<file path="config.mk">
export PLATFORM = sky130hd
export DESIGN_NAME = ifc_image_format
export DESIGN_NICKNAME = d
export VERILOG_FILES = /design/src/inc/ifc_pkg.sv /design/src/logic/ifc_image_format.sv
export SDC_FILE = /design/constraint.sdc
export NUM_CORES = 2
export LEC_CHECK = 0
export BUFFER_PORTS_ARGS = -buffer_cell sky130_fd_sc_hd__buf_2
export CORE_ASPECT_RATIO = 0.5
export CORE_UTILIZATION = 60
export CTS_CLUSTER_DIAMETER = 200
export DETAILED_ROUTE_END_ITERATION = 10
export PLACE_DENSITY = 0.78
export RECOVER_POWER = 25
export SLEW_MARGIN = 20
export SYNTH_ARGS = -nofsm -noshare
export SYNTH_HDL_FRONTEND = slang
export SYNTH_SLANG_ARGS = --single-unit
</file>
<file path="constraint.sdc">
create_clock -name clock -period 23.2 [get_ports clock]
set_input_delay 2.32 -clock clock [delete_from_list [all_inputs] [get_ports clock]]
set_output_delay 2.32 -clock clock [all_outputs]
set_load 0.005 [all_outputs]
</file>
<file path="src/inc/ifc_pkg.sv">
// constants, register map and state type of the image format control block
package ifc_pkg;
  // register bus
  localparam int AXI_AW = 8;
  localparam logic [7:0] OFS_CTRL = 8'h00;
  localparam logic [7:0] OFS_DECIM = 8'h04;
  localparam logic [7:0] OFS_ROI_START = 8'h08;
  localparam logic [7:0] OFS_ROI_SIZE = 8'h0C;
  localparam logic [7:0] OFS_MAX_DR = 8'h10;
  localparam logic [7:0] OFS_STATUS = 8'h14;
  localparam logic [7:0] OFS_ARRAY = 8'h18;
  localparam logic [7:0] OFS_MAX_SIZE = 8'h1C;
  localparam logic [7:0] OFS_CUR_DR = 8'h20;
  localparam logic [7:0] OFS_DROP = 8'h24;
  localparam logic [7:0] OFS_RATIO = 8'h28;
  localparam logic [1:0] RESP_OKAY = 2'h0;
  localparam logic [1:0] RESP_SLVERR = 2'h2;
  // control register fields
  localparam int CB_RUN = 0;
  localparam int CB_MIRROR_LR = 1;
  localparam int CB_MIRROR_TB = 2;
  localparam int CB_ISP = 3;
  localparam int CB_ADAPT = 4;
  localparam int CB_FR_CTRL = 5;
  localparam int CF_COMP_LSB = 8;
  localparam int CF_ADC_LSB = 12;
  localparam int CF_PAT_LSB = 16;
  localparam int CF_FMT_LSB = 24;
  // skip / merge register fields, 8 bits each
  localparam int DF_CSKIP_LSB = 0;
  localparam int DF_RSKIP_LSB = 8;
  localparam int DF_CMERGE_LSB = 16;
  localparam int DF_RMERGE_LSB = 24;
  // status register fields
  localparam int SB_BUSY = 0;
  localparam int SB_THROTTLE = 1;
  localparam int SB_COMP_ACT = 2;
  localparam int SB_DECIM_ACT = 3;
  localparam int SB_BIN_ACT = 4;
  localparam int SF_PHASE_LSB = 8;
  // reset values
  localparam logic [31:0] RST_CTRL = 32'h0000_0000;
  localparam logic [31:0] RST_DECIM = 32'h0101_0101;
  localparam logic [31:0] RST_ROI_START = 32'h0000_0000;
  localparam logic [31:0] RST_ROI_SIZE = 32'h0BC0_1010;
  localparam logic [31:0] RST_MAX_DR = 32'h0800_0000;
  // array geometry
  localparam logic [15:0] ARRAY_COLS = 16'h1010;
  localparam logic [15:0] ARRAY_ROWS = 16'h0BC0;
  // encodings
  localparam logic [1:0] FMT_MONO8 = 2'h0;
  localparam logic [1:0] FMT_RG8 = 2'h1;
  localparam logic [1:0] FMT_MONO16 = 2'h2;
  localparam logic [1:0] FMT_RG16 = 2'h3;
  localparam logic [1:0] COMP_LOSSLESS = 2'h1;
  localparam logic [2:0] PAT_COL = 3'h1;
  localparam logic [2:0] PAT_ROW = 3'h2;
  localparam logic [2:0] PAT_DIAG = 3'h3;
  localparam logic [2:0] PAT_CHECK = 3'h4;
  // phase: bit0 toggles with left-right, bit1 with top-bottom mirroring
  localparam logic [1:0] PH_RG = 2'h0;
  // fixed encoding table: code length by magnitude class
  localparam logic [4:0] FIX_LEN0 = 5'h04;
  localparam logic [4:0] FIX_LEN1 = 5'h06;
  localparam logic [4:0] FIX_LEN2 = 5'h08;
  localparam logic [4:0] FIX_LEN3 = 5'h0A;
  localparam logic [7:0] FIX_LIM0 = 8'h04;
  localparam logic [7:0] FIX_LIM1 = 8'h10;
  localparam logic [7:0] FIX_LIM2 = 8'h40;
  localparam logic [2:0] ADAPT_K_INIT = 3'h2;
  localparam logic [4:0] ADAPT_LEN_MAX = 5'h10;
  // timing
  localparam int CLK_FREQ_HZ = 125_000_000;
  localparam int DR_WINDOW_S = 1;
  localparam int DR_WINDOW_CYCLES = DR_WINDOW_S * CLK_FREQ_HZ;
  localparam logic [5:0] DIV_STEPS = 6'h28;
  typedef enum logic [2:0] {
    ST_IDLE, ST_ISSUE, ST_FETCH, ST_CAPTURE, ST_HOLD, ST_DIV
  } ifc_state_e;
endpackage : ifc_pkg

</file>
<file path="src/logic/ifc_image_format.sv">
// readout window, mirroring, skipping, test image and compression rate control
`timescale 1ns/1ps
// Summary of operation
// - row skip N keeps one row per N
// - row skip 1 is off; merge needs skips 1
// - column skip 1 is off; else one per N
// - left-right mirror before window; phase toggles
// - top-bottom mirror before window; phase toggles
// - selected synthetic image replaces sensor data
// - lossless only without core, 8-bit mono/RG
// - deeper converter depth slows pixel rate
// - adaptive code tables, else fixed table
// - readable uncompressed to compressed size ratio
// - saturated: drop frames or hold frame start
// - writable byte rate ceiling triggers saturation handling
// - readable current datarate tracker
// - readable count of rate-dropped frames
// - array width reads 4112
// - array height reads 3008
// - max width after merge, window-independent
// - max height after merge, window-independent
// - output width from window width, column skip
// - output height from window height, row skip
// - window begins at configured start row
// - skipping only while both merge factors 1
module ifc_image_format #(
  parameter int unsigned WINDOW_CYCLES = ifc_pkg::DR_WINDOW_CYCLES,
  parameter int SENS_DW = 12
) (
  // clock and reset
  input wire logic clock,
  input wire logic rst,
  // register bus
  input wire logic s_axi_awvalid,
  output logic s_axi_awready,
  input wire logic [ifc_pkg::AXI_AW-1:0] s_axi_awaddr,
  input wire logic s_axi_wvalid,
  output logic s_axi_wready,
  input wire logic [31:0] s_axi_wdata,
  input wire logic [3:0] s_axi_wstrb,
  output logic s_axi_bvalid,
  input wire logic s_axi_bready,
  output logic [1:0] s_axi_bresp,
  input wire logic s_axi_arvalid,
  output logic s_axi_arready,
  input wire logic [ifc_pkg::AXI_AW-1:0] s_axi_araddr,
  output logic s_axi_rvalid,
  input wire logic s_axi_rready,
  output logic [31:0] s_axi_rdata,
  output logic [1:0] s_axi_rresp,
  // sensor array read port, data one cycle after the request
  output logic sens_req,
  output logic [15:0] sens_col,
  output logic [15:0] sens_row,
  input wire logic [SENS_DW-1:0] sensor_data,
  // pixel stream to the host
  output logic pix_valid,
  input wire logic pix_ready,
  output logic [15:0] pix_data,
  output logic pix_sof,
  output logic pix_eol,
  output logic pix_eof
);
  import ifc_pkg::*;

  if (SENS_DW < 12 || SENS_DW > 16) begin : g_chk_dw
    $error("sensor data width must be 12 to 16");
  end
  if (WINDOW_CYCLES < 2) begin : g_chk_win
    $error("datarate window must be at least two cycles");
  end

  typedef struct packed {
    logic aw_have;
    logic [7:0] aw_addr;
    logic w_have;
    logic [31:0] wdata;
    logic [3:0] wstrb;
    logic bvalid;
    logic [1:0] bresp;
    logic rvalid;
    logic [31:0] rdata;
    logic [1:0] rresp;
    logic [31:0] ctrl;
    logic [31:0] decim;
    logic [31:0] roi_start;
    logic [31:0] roi_size;
    logic [31:0] max_dr;
    ifc_state_e state;
    logic drop;
    logic throttle;
    logic [15:0] col_rel;
    logic [15:0] row_rel;
    logic [1:0] wait_cnt;
    logic sens_req;
    logic [15:0] sens_col;
    logic [15:0] sens_row;
    logic out_valid;
    logic [15:0] out_data;
    logic out_sof;
    logic out_eol;
    logic out_eof;
    logic [7:0] prev_pix;
    logic [2:0] k;
    logic [31:0] raw_bits;
    logic [31:0] comp_bits;
    logic [31:0] win_bits;
    logic [31:0] win_cnt;
    logic [31:0] cur_dr;
    logic [31:0] drop_cnt;
    logic [31:0] ratio;
    logic [5:0] div_cnt;
    logic [39:0] div_num;
    logic [32:0] div_rem;
    logic [31:0] div_den;
    logic [31:0] div_quo;
  } ifc_regs_s;

  ifc_regs_s st;
  ifc_regs_s next_st;

  function automatic logic [31:0] ifc_wmerge(input logic [31:0] old,
      input logic [31:0] d, input logic [3:0] s);
    logic [31:0] r;
    r = old;
    for (int i = 0; i < 4; i++) begin
      if (s[i]) begin
        r[8*i +: 8] = d[8*i +: 8];
      end
    end
    return r;
  endfunction : ifc_wmerge

  // merge factors above four are not supported for the maximum size
  function automatic logic [15:0] ifc_merged(input logic [15:0] full,
      input logic [7:0] f);
    case (f)
      8'h02: return full / 16'h0002;
      8'h03: return full / 16'h0003;
      8'h04: return full / 16'h0004;
      default: return full;
    endcase
  endfunction : ifc_merged

  // configuration views
  logic [7:0] cskip, rskip, cmerge, rmerge;
  logic decim_act, bin_act, comp_act, fmt16;
  logic [15:0] cstep, rstep, roi_w, roi_h, max_cols, max_rows;
  logic [16:0] col_next, row_next;
  logic last_col, last_row, saturated;
  logic [15:0] img_col, img_row;
  logic [1:0] phase, adc_sel, fmt;
  logic [2:0] pat;

  assign cskip = st.decim[DF_CSKIP_LSB +: 8];
  assign rskip = st.decim[DF_RSKIP_LSB +: 8];
  assign cmerge = st.decim[DF_CMERGE_LSB +: 8];
  assign rmerge = st.decim[DF_RMERGE_LSB +: 8];
  assign decim_act = (cmerge <= 8'h01) && (rmerge <= 8'h01);
  assign bin_act = (cskip <= 8'h01) && (rskip <= 8'h01)
                 && ((cmerge > 8'h01) || (rmerge > 8'h01));
  // a factor of 0 or 1 leaves every column and row in place
  assign cstep = (decim_act && cskip > 8'h01) ? {8'h00, cskip} : 16'h0001;
  assign rstep = (decim_act && rskip > 8'h01) ? {8'h00, rskip} : 16'h0001;
  assign roi_w = st.roi_size[15:0];
  assign roi_h = st.roi_size[31:16];
  assign col_next = {1'b0, st.col_rel} + {1'b0, cstep};
  assign row_next = {1'b0, st.row_rel} + {1'b0, rstep};
  assign last_col = col_next >= {1'b0, roi_w};
  assign last_row = row_next >= {1'b0, roi_h};
  // mirrored image coordinates, window placed afterwards
  assign img_col = st.roi_start[15:0] + st.col_rel;
  assign img_row = st.roi_start[31:16] + st.row_rel;
  assign max_cols = ifc_merged(ARRAY_COLS, bin_act ? cmerge : 8'h01);
  assign max_rows = ifc_merged(ARRAY_ROWS, bin_act ? rmerge : 8'h01);
  assign phase = PH_RG ^ {st.ctrl[CB_MIRROR_TB], st.ctrl[CB_MIRROR_LR]};
  assign fmt = st.ctrl[CF_FMT_LSB +: 2];
  assign adc_sel = st.ctrl[CF_ADC_LSB +: 2];
  assign pat = st.ctrl[CF_PAT_LSB +: 3];
  assign fmt16 = (fmt == FMT_MONO16) || (fmt == FMT_RG16);
  assign comp_act = (st.ctrl[CF_COMP_LSB +: 2] == COMP_LOSSLESS)
                  && !st.ctrl[CB_ISP]
                  && ((fmt == FMT_MONO8) || (fmt == FMT_RG8));
  assign saturated = (st.win_bits >> 3) > st.max_dr;

  // per-pixel working values
  logic [11:0] pix12, adc_mask;
  logic [7:0] pix8, mag, prev_use;
  logic [8:0] diff;
  logic [4:0] bpp, fix_len, ad_len, code_len;
  logic [7:0] ad_sum;
  logic [31:0] win_base, win_add;
  logic [32:0] div_t;
  logic wr_ok, rd_ok;
  logic [31:0] rd_val;

  always_comb begin
    next_st = st;
    next_st.sens_req = 1'b0;
    pix12 = 12'h000;
    adc_mask = 12'hFFF;
    pix8 = 8'h00;
    prev_use = 8'h00;
    diff = 9'h000;
    mag = 8'h00;
    bpp = fmt16 ? 5'h10 : 5'h08;
    fix_len = FIX_LEN3;
    ad_len = 5'h00;
    ad_sum = 8'h00;
    code_len = 5'h00;
    win_add = 32'h0000_0000;
    div_t = 33'h0_0000_0000;
    wr_ok = 1'b1;
    rd_ok = 1'b1;
    rd_val = 32'h0000_0000;

    // write channel: address and data taken in either order
    if (s_axi_awvalid && s_axi_awready) begin
      next_st.aw_have = 1'b1;
      next_st.aw_addr = s_axi_awaddr;
    end
    if (s_axi_wvalid && s_axi_wready) begin
      next_st.w_have = 1'b1;
      next_st.wdata = s_axi_wdata;
      next_st.wstrb = s_axi_wstrb;
    end
    if (st.bvalid && s_axi_bready) begin
      next_st.bvalid = 1'b0;
    end
    if (st.aw_have && st.w_have && !st.bvalid) begin
      unique case (st.aw_addr)
        OFS_CTRL: next_st.ctrl = ifc_wmerge(st.ctrl, st.wdata, st.wstrb);
        OFS_DECIM: next_st.decim = ifc_wmerge(st.decim, st.wdata, st.wstrb);
        OFS_ROI_START:
          next_st.roi_start = ifc_wmerge(st.roi_start, st.wdata, st.wstrb);
        OFS_ROI_SIZE:
          next_st.roi_size = ifc_wmerge(st.roi_size, st.wdata, st.wstrb);
        OFS_MAX_DR:
          next_st.max_dr = ifc_wmerge(st.max_dr, st.wdata, st.wstrb);
        OFS_STATUS, OFS_ARRAY, OFS_MAX_SIZE, OFS_CUR_DR, OFS_DROP,
        OFS_RATIO: wr_ok = 1'b1;
        default: wr_ok = 1'b0;
      endcase
      next_st.bvalid = 1'b1;
      next_st.bresp = wr_ok ? RESP_OKAY : RESP_SLVERR;
      next_st.aw_have = 1'b0;
      next_st.w_have = 1'b0;
    end

    // read channel
    unique case (s_axi_araddr)
      OFS_CTRL: rd_val = st.ctrl;
      OFS_DECIM: rd_val = st.decim;
      OFS_ROI_START: rd_val = st.roi_start;
      OFS_ROI_SIZE: rd_val = st.roi_size;
      OFS_MAX_DR: rd_val = st.max_dr;
      OFS_STATUS: begin
        rd_val[SB_BUSY] = st.state != ST_IDLE;
        rd_val[SB_THROTTLE] = st.throttle;
        rd_val[SB_COMP_ACT] = comp_act;
        rd_val[SB_DECIM_ACT] = decim_act;
        rd_val[SB_BIN_ACT] = bin_act;
        rd_val[SF_PHASE_LSB +: 2] = phase;
      end
      OFS_ARRAY: rd_val = {ARRAY_ROWS, ARRAY_COLS};
      OFS_MAX_SIZE: rd_val = {max_rows, max_cols};
      OFS_CUR_DR: rd_val = st.cur_dr;
      OFS_DROP: rd_val = st.drop_cnt;
      OFS_RATIO: rd_val = st.ratio;
      default: rd_ok = 1'b0;
    endcase
    if (st.rvalid && s_axi_rready) begin
      next_st.rvalid = 1'b0;
    end
    if (s_axi_arvalid && s_axi_arready) begin
      next_st.rvalid = 1'b1;
      next_st.rdata = rd_val;
      next_st.rresp = rd_ok ? RESP_OKAY : RESP_SLVERR;
    end

    // pixel path
    unique case (adc_sel)
      2'h0: adc_mask = 12'hFF0;
      2'h1: adc_mask = 12'hFFC;
      default: adc_mask = 12'hFFF;
    endcase
    if (st.state == ST_CAPTURE) begin
      unique case (pat)
        PAT_COL: pix12 = img_col[11:0];
        PAT_ROW: pix12 = img_row[11:0];
        PAT_DIAG: pix12 = img_col[11:0] + img_row[11:0];
        PAT_CHECK: pix12 = (img_col[3] ^ img_row[3]) ? 12'hFFF : 12'h000;
        default: pix12 = sensor_data[SENS_DW-1 -: 12];
      endcase
      pix12 = pix12 & adc_mask;
      pix8 = pix12[11:4];
      prev_use = (st.col_rel == 16'h0000) ? 8'h00 : st.prev_pix;
      diff = {1'b0, pix8} - {1'b0, prev_use};
      mag = diff[8] ? 8'(~diff[7:0] + 8'h01) : diff[7:0];
      if (mag < FIX_LIM0) begin
        fix_len = FIX_LEN0;
      end else if (mag < FIX_LIM1) begin
        fix_len = FIX_LEN1;
      end else if (mag < FIX_LIM2) begin
        fix_len = FIX_LEN2;
      end
      ad_sum = 8'h01 + {5'h00, st.k} + (mag >> st.k);
      ad_len = (ad_sum > {3'h0, ADAPT_LEN_MAX}) ? ADAPT_LEN_MAX : ad_sum[4:0];
      code_len = !comp_act ? bpp
               : (st.ctrl[CB_ADAPT] ? ad_len : fix_len);
    end

    // datarate window
    win_base = st.win_bits;
    next_st.win_cnt = st.win_cnt + 32'h0000_0001;
    if (st.win_cnt == 32'(WINDOW_CYCLES - 1)) begin
      next_st.win_cnt = 32'h0000_0000;
      next_st.cur_dr = st.win_bits >> 3;
      win_base = 32'h0000_0000;
    end

    unique case (st.state)
      ST_IDLE: begin
        if (st.ctrl[CB_RUN] && roi_w != 16'h0000 && roi_h != 16'h0000) begin
          next_st.throttle = 1'b0;
          if (saturated && !st.ctrl[CB_FR_CTRL]) begin
            next_st.throttle = 1'b1;
          end else begin
            next_st.drop = saturated;
            if (saturated) begin
              next_st.drop_cnt = st.drop_cnt + 32'h0000_0001;
            end
            next_st.col_rel = 16'h0000;
            next_st.row_rel = 16'h0000;
            next_st.raw_bits = 32'h0000_0000;
            next_st.comp_bits = 32'h0000_0000;
            next_st.k = ADAPT_K_INIT;
            next_st.wait_cnt = adc_sel;
            next_st.state = ST_ISSUE;
          end
        end
      end
      ST_ISSUE: begin
        // extra converter time per pixel at deeper bit depth
        if (st.wait_cnt != 2'h0) begin
          next_st.wait_cnt = st.wait_cnt - 2'h1;
        end else begin
          next_st.sens_req = 1'b1;
          next_st.sens_col = st.ctrl[CB_MIRROR_LR]
                           ? ARRAY_COLS - 16'h0001 - img_col : img_col;
          next_st.sens_row = st.ctrl[CB_MIRROR_TB]
                           ? ARRAY_ROWS - 16'h0001 - img_row : img_row;
          next_st.state = ST_FETCH;
        end
      end
      ST_FETCH: next_st.state = ST_CAPTURE;
      ST_CAPTURE: begin
        next_st.out_valid = !st.drop;
        next_st.out_data = fmt16 ? {pix12, 4'h0} : {8'h00, pix8};
        next_st.out_sof = (st.col_rel == 16'h0000)
                        && (st.row_rel == 16'h0000);
        next_st.out_eol = last_col;
        next_st.out_eof = last_col && last_row;
        next_st.prev_pix = pix8;
        if (st.ctrl[CB_ADAPT]) begin
          if (mag > (8'h01 << st.k) && st.k != 3'h7) begin
            next_st.k = st.k + 3'h1;
          end else if (mag < (8'h01 << st.k) >> 1 && st.k != 3'h0) begin
            next_st.k = st.k - 3'h1;
          end
        end
        if (!st.drop) begin
          next_st.raw_bits = st.raw_bits + {27'h0, bpp};
          next_st.comp_bits = st.comp_bits + {27'h0, code_len};
          win_add = {27'h0, code_len};
        end
        next_st.state = ST_HOLD;
      end
      ST_HOLD: begin
        if (!st.out_valid || pix_ready) begin
          next_st.out_valid = 1'b0;
          next_st.wait_cnt = adc_sel;
          next_st.state = ST_ISSUE;
          if (!last_col) begin
            next_st.col_rel = col_next[15:0];
          end else begin
            next_st.col_rel = 16'h0000;
            next_st.row_rel = row_next[15:0];
            if (last_row) begin
              next_st.state = ST_IDLE;
              if (!st.drop && st.comp_bits != 32'h0000_0000) begin
                next_st.div_num = {st.raw_bits, 8'h00};
                next_st.div_den = st.comp_bits;
                next_st.div_rem = 33'h0_0000_0000;
                next_st.div_quo = 32'h0000_0000;
                next_st.div_cnt = DIV_STEPS;
                next_st.state = ST_DIV;
              end
            end
          end
        end
      end
      ST_DIV: begin
        // restoring division, ratio in 24.8 fixed point
        div_t = {st.div_rem[31:0], st.div_num[39]};
        next_st.div_num = {st.div_num[38:0], 1'b0};
        if (div_t >= {1'b0, st.div_den}) begin
          next_st.div_rem = div_t - {1'b0, st.div_den};
          next_st.div_quo = {st.div_quo[30:0], 1'b1};
        end else begin
          next_st.div_rem = div_t;
          next_st.div_quo = {st.div_quo[30:0], 1'b0};
        end
        next_st.div_cnt = st.div_cnt - 6'h01;
        if (st.div_cnt == 6'h01) begin
          next_st.ratio = next_st.div_quo;
          next_st.state = ST_IDLE;
        end
      end
    endcase
    next_st.win_bits = win_base + win_add;
  end

  always_ff @(posedge clock) begin
    if (rst) begin
      st <= '0;
      st.ctrl <= RST_CTRL;
      st.decim <= RST_DECIM;
      st.roi_start <= RST_ROI_START;
      st.roi_size <= RST_ROI_SIZE;
      st.max_dr <= RST_MAX_DR;
      st.state <= ST_IDLE;
      st.k <= ADAPT_K_INIT;
    end else begin
      st <= next_st;
    end
  end

  // a pending response holds off the next request on that channel
  assign s_axi_awready = !st.aw_have && !st.bvalid;
  assign s_axi_wready = !st.w_have && !st.bvalid;
  assign s_axi_bvalid = st.bvalid;
  assign s_axi_bresp = st.bresp;
  assign s_axi_arready = !st.rvalid;
  assign s_axi_rvalid = st.rvalid;
  assign s_axi_rdata = st.rdata;
  assign s_axi_rresp = st.rresp;
  assign sens_req = st.sens_req;
  assign sens_col = st.sens_col;
  assign sens_row = st.sens_row;
  assign pix_valid = st.out_valid;
  assign pix_data = st.out_data;
  assign pix_sof = st.out_sof;
  assign pix_eol = st.out_eol;
  assign pix_eof = st.out_eof;
endmodule : ifc_image_format

</file>
==> out/results.ini <==
[run_status]
outcome=finished, violations left
violations=capacitance limit, slew limit

[worst_setup_path]
cp_max_fo=168
criticalPathCategory=in -> reg
cpLargestDelayFamily=buffers and inverters
cp.required_ns=23.69
slowest_stage=sky130_fd_sc_hd__clkbuf_1
cp-start-kind=primary input
cp_cell_sequence=clkbuf_1, clkbuf_1, a2111oi_0, a41o_1
crit_path_max_incr_delay_ns=5.63
worst_setup_path_end_kind=flop
critical_path_buf_inv_count=2
critical_path_arrival_ns=11.98
cp_common_cell=sky130_fd_sc_hd__clkbuf_1

[detailed_routing]
antenna_violation_net_count_after_detailed_routing=0
route.vias.total=35000
drcViolationCount=0
route.final.wire_length_mm=118
wire_per_inst_um=21.4
drt_pre_antenna_iters=6
viasPerCell=6.37
drt_iter0_drc=4280

[global_route]
grt_util_all_layers_pct=35.6
grt_overflow=0
antenna_found_initial=1
first_global_vias=32500
grt_max_degree=169
wire_length_of_the_first_global_routing_pass_mm=183

[finish]
final_nets=4895
layoutNonFillerInstCount=5496
areaGrowthSynthToFinish_pct=7.87
most_common_library_cell_in_the_layout_ignoring_fill_and_taps=sky130_fd_sc_hd__dfxtp_1
share_of_final_layout_standard_cells_stronger_than_drive_strength_1_pct=8.24
layout.cells.most_common_list=sky130_fd_sc_hd__dfxtp_1 (695), sky130_fd_sc_hd__nand2_1 (573), sky130_fd_sc_hd__nor2_1 (467), sky130_fd_sc_hd__a21oi_1 (415), sky130_fd_sc_hd__ha_1 (192)

[clock_network]
cts.htree.levels=3
tritoncts_clock_tree=yes
cts_sinks=696
root_buffer=sky130_fd_sc_hd__clkbuf_16
hold_buffers=0
worst_skew_pair_latency_ns=0.63
postCtsResizedCells=0
cts-root-to-sink-buffers=3
clkSlewWorstSetupHoldPaths_ns=0.07
tritoncts.num_buffers=66
post-cts-setup-buffer-count=0

[sta]
setup_total_negative_slack_ns=0
clock.fmax_mhz=87.0
slew_headroom_pct=-418
final.min_clock_period_ns=11.49
setup_slack_ns=11.71
final_slew_violations=486
rsz0062_at_grt=no
setup_violations=0
worst_clock_skew_ns=0.0358
final-hold-violation-count=0
share_of_the_clock_period_used_by_the_worst_path_pct=49.5
max_slew.worst_pin.slew_ns=7.77

[placement]
dpl.cell_count=5376
finalWeightedCongestion=1.01
detailed_placement_hpwl_mm=84.3
portBuffers=163
preCtsSetupSlack_ns=12.37

[power]
p_total_mw=2.55
peakVddDrop_mv=0.0472
static-leakage-power_nw=16.7
pwr_density_cell_nw_per_um2=61.9

[yosys]
synth-main-ff-cell=sky130_fd_sc_hd__dfxtp_1
synth_edf_count=0
postSynthCellCount=4668
synthesis.area_per_instance_um2=8.18
async_reset_ff_share_pct=0
ys_warn_count=0
synth.distinct_cells=101
post_synthesis_cell_area_um2=38200
flip_flop_and_latch_count_after_synthesis=696
share_of_synthesized_area_occupied_by_flip_flops_and_latches_pct=36.5

[floorplan]
die_w_um=359
io-pin-count=166
placement_rows=64
initial_core_util_pct=61.6
fp.coreArea_um2=62000
die-height_um=180
die_area_um2=64700

[run]
max_capacitance_violation_count=5

[worst_hold_path]
worst_hold_path_type=reg -> reg

power breakdown:
part           switching (mW)  internal (mW)  leakage [nW]
clock                   0.503          0.666          1.12
combinational          0.0994         0.0506          9.95
sequential             0.0193           1.21          5.62
total                   0.622           1.93          16.7
kinds of logic after synthesis:
family                     share of synthesized area (%)
AOI/OAI and AO/OA                                   19.9
adders and majority gates                           6.95
and+or+nand+nor                                     20.0
buffers and inverters                               5.95
DFF                                                 36.5
xor gates and xnor gates                            5.56
other                                            0.00983
muxes                                               5.13
tightest hold or removal path: cells and delay by family, from the launching register on:
family,cells,cell delay [ns]
compound gates,1,0.05
simple gates,1,0.05
flops,1,0.31
stage by stage:
stage	cell area, um^2	hold WS, ns	utilization [%]
finish	41200	0.454	66.4
global route	41200	0.474	66.4
CTS	41200	0.454	66.5
detailed placement	38900	0.445	62.8
global placement	38900	0.438	62.8
floorplan	38200	0.427	-
area by class of cell:
class,instances,area [um^2]
flip-flops and latches,696,13900
repair buffers,214,1170
clock buffers,91,1890
clock inverters,28,400
well taps,825,1030
diodes,1,2.50
inverters,186,698
fillers,5255,20800
multi-input cells,3455,22000
registers in the layout, indices dropped and copies added (netlist names), 2 cells and up:
| register | count |
|---|---|
| st | 534 |
| s_axi_rdata | 32 |
| pix_data | 16 |
| roi_h | 16 |
| roi_w | 16 |
| sens_col | 16 |
| sens_row | 16 |
| cmerge | 8 |
| cskip | 8 |
| rmerge | 8 |
| rskip | 8 |
| pat | 3 |
| adc_sel | 2 |
| fmt | 2 |
| phase | 2 |
synthesized netlist by cell type, types with 12 or more instances:
cell type | instances | area, um^2
sky130_fd_sc_hd__dfxtp_1 | 696 | 13900
sky130_fd_sc_hd__ha_1 | 192 | 2400
sky130_fd_sc_hd__buf_4 | 84 | 631
sky130_fd_sc_hd__a222oi_1 | 15 | 150
sky130_fd_sc_hd__inv_1 | 183 | 687
sky130_fd_sc_hd__or2_2 | 13 | 81.3
sky130_fd_sc_hd__or3_1 | 48 | 300
sky130_fd_sc_hd__xor2_1 | 107 | 937
sky130_fd_sc_hd__a22oi_1 | 93 | 698
sky130_fd_sc_hd__o21bai_1 | 25 | 188
sky130_fd_sc_hd__nor4_1 | 45 | 282
sky130_fd_sc_hd__o21ai_0 | 139 | 696
sky130_fd_sc_hd__buf_1 | 20 | 75.1
sky130_fd_sc_hd__nor2b_1 | 27 | 169
sky130_fd_sc_hd__o31ai_1 | 17 | 128
sky130_fd_sc_hd__and3_1 | 44 | 275
sky130_fd_sc_hd__nor2_1 | 478 | 1790
sky130_fd_sc_hd__fa_1 | 12 | 240
sky130_fd_sc_hd__nand2b_1 | 21 | 131
sky130_fd_sc_hd__or4_1 | 12 | 90.1
sky130_fd_sc_hd__xnor2_1 | 129 | 1130
sky130_fd_sc_hd__and2_1 | 54 | 338
sky130_fd_sc_hd__a21oi_1 | 416 | 2080
sky130_fd_sc_hd__a211oi_1 | 55 | 413
sky130_fd_sc_hd__o2bb2ai_1 | 15 | 131
sky130_fd_sc_hd__a31oi_1 | 39 | 244
sky130_fd_sc_hd__nand3_1 | 179 | 896
sky130_fd_sc_hd__o211ai_1 | 29 | 218
sky130_fd_sc_hd__a221oi_1 | 31 | 272
sky130_fd_sc_hd__a21o_1 | 71 | 533
sky130_fd_sc_hd__a22o_1 | 41 | 359
sky130_fd_sc_hd__nand4_1 | 45 | 282
sky130_fd_sc_hd__o21a_1 | 30 | 225
sky130_fd_sc_hd__o2111ai_1 | 18 | 158
sky130_fd_sc_hd__nor3_1 | 80 | 400
sky130_fd_sc_hd__nand2_1 | 575 | 2160
sky130_fd_sc_hd__mux2i_1 | 180 | 1800
sky130_fd_sc_hd__clkbuf_1 | 224 | 841
layer usage:
metal	track usage, %	part of all wire, %	vias up
li1	-	-	16400
met4	11.0	3.2	2
met2	53.6	42	1591
met1	50.2	44	16800
met3	8.11	11	240
met5	0	0.011	-
final timing paths:
check	slack [ns]	to	start	depth (start not counted)
setup reg to reg	11.95	st[298]	st[449]	39
setup / recovery	11.71	st[369]	rst	4
hold reg to reg	0.45	sens_row[15]	sens_row[15]	2
hold / removal	0.45	sens_row[15]	sens_row[15]	2
No activity file was read; power rests on OpenSTA's default activity.
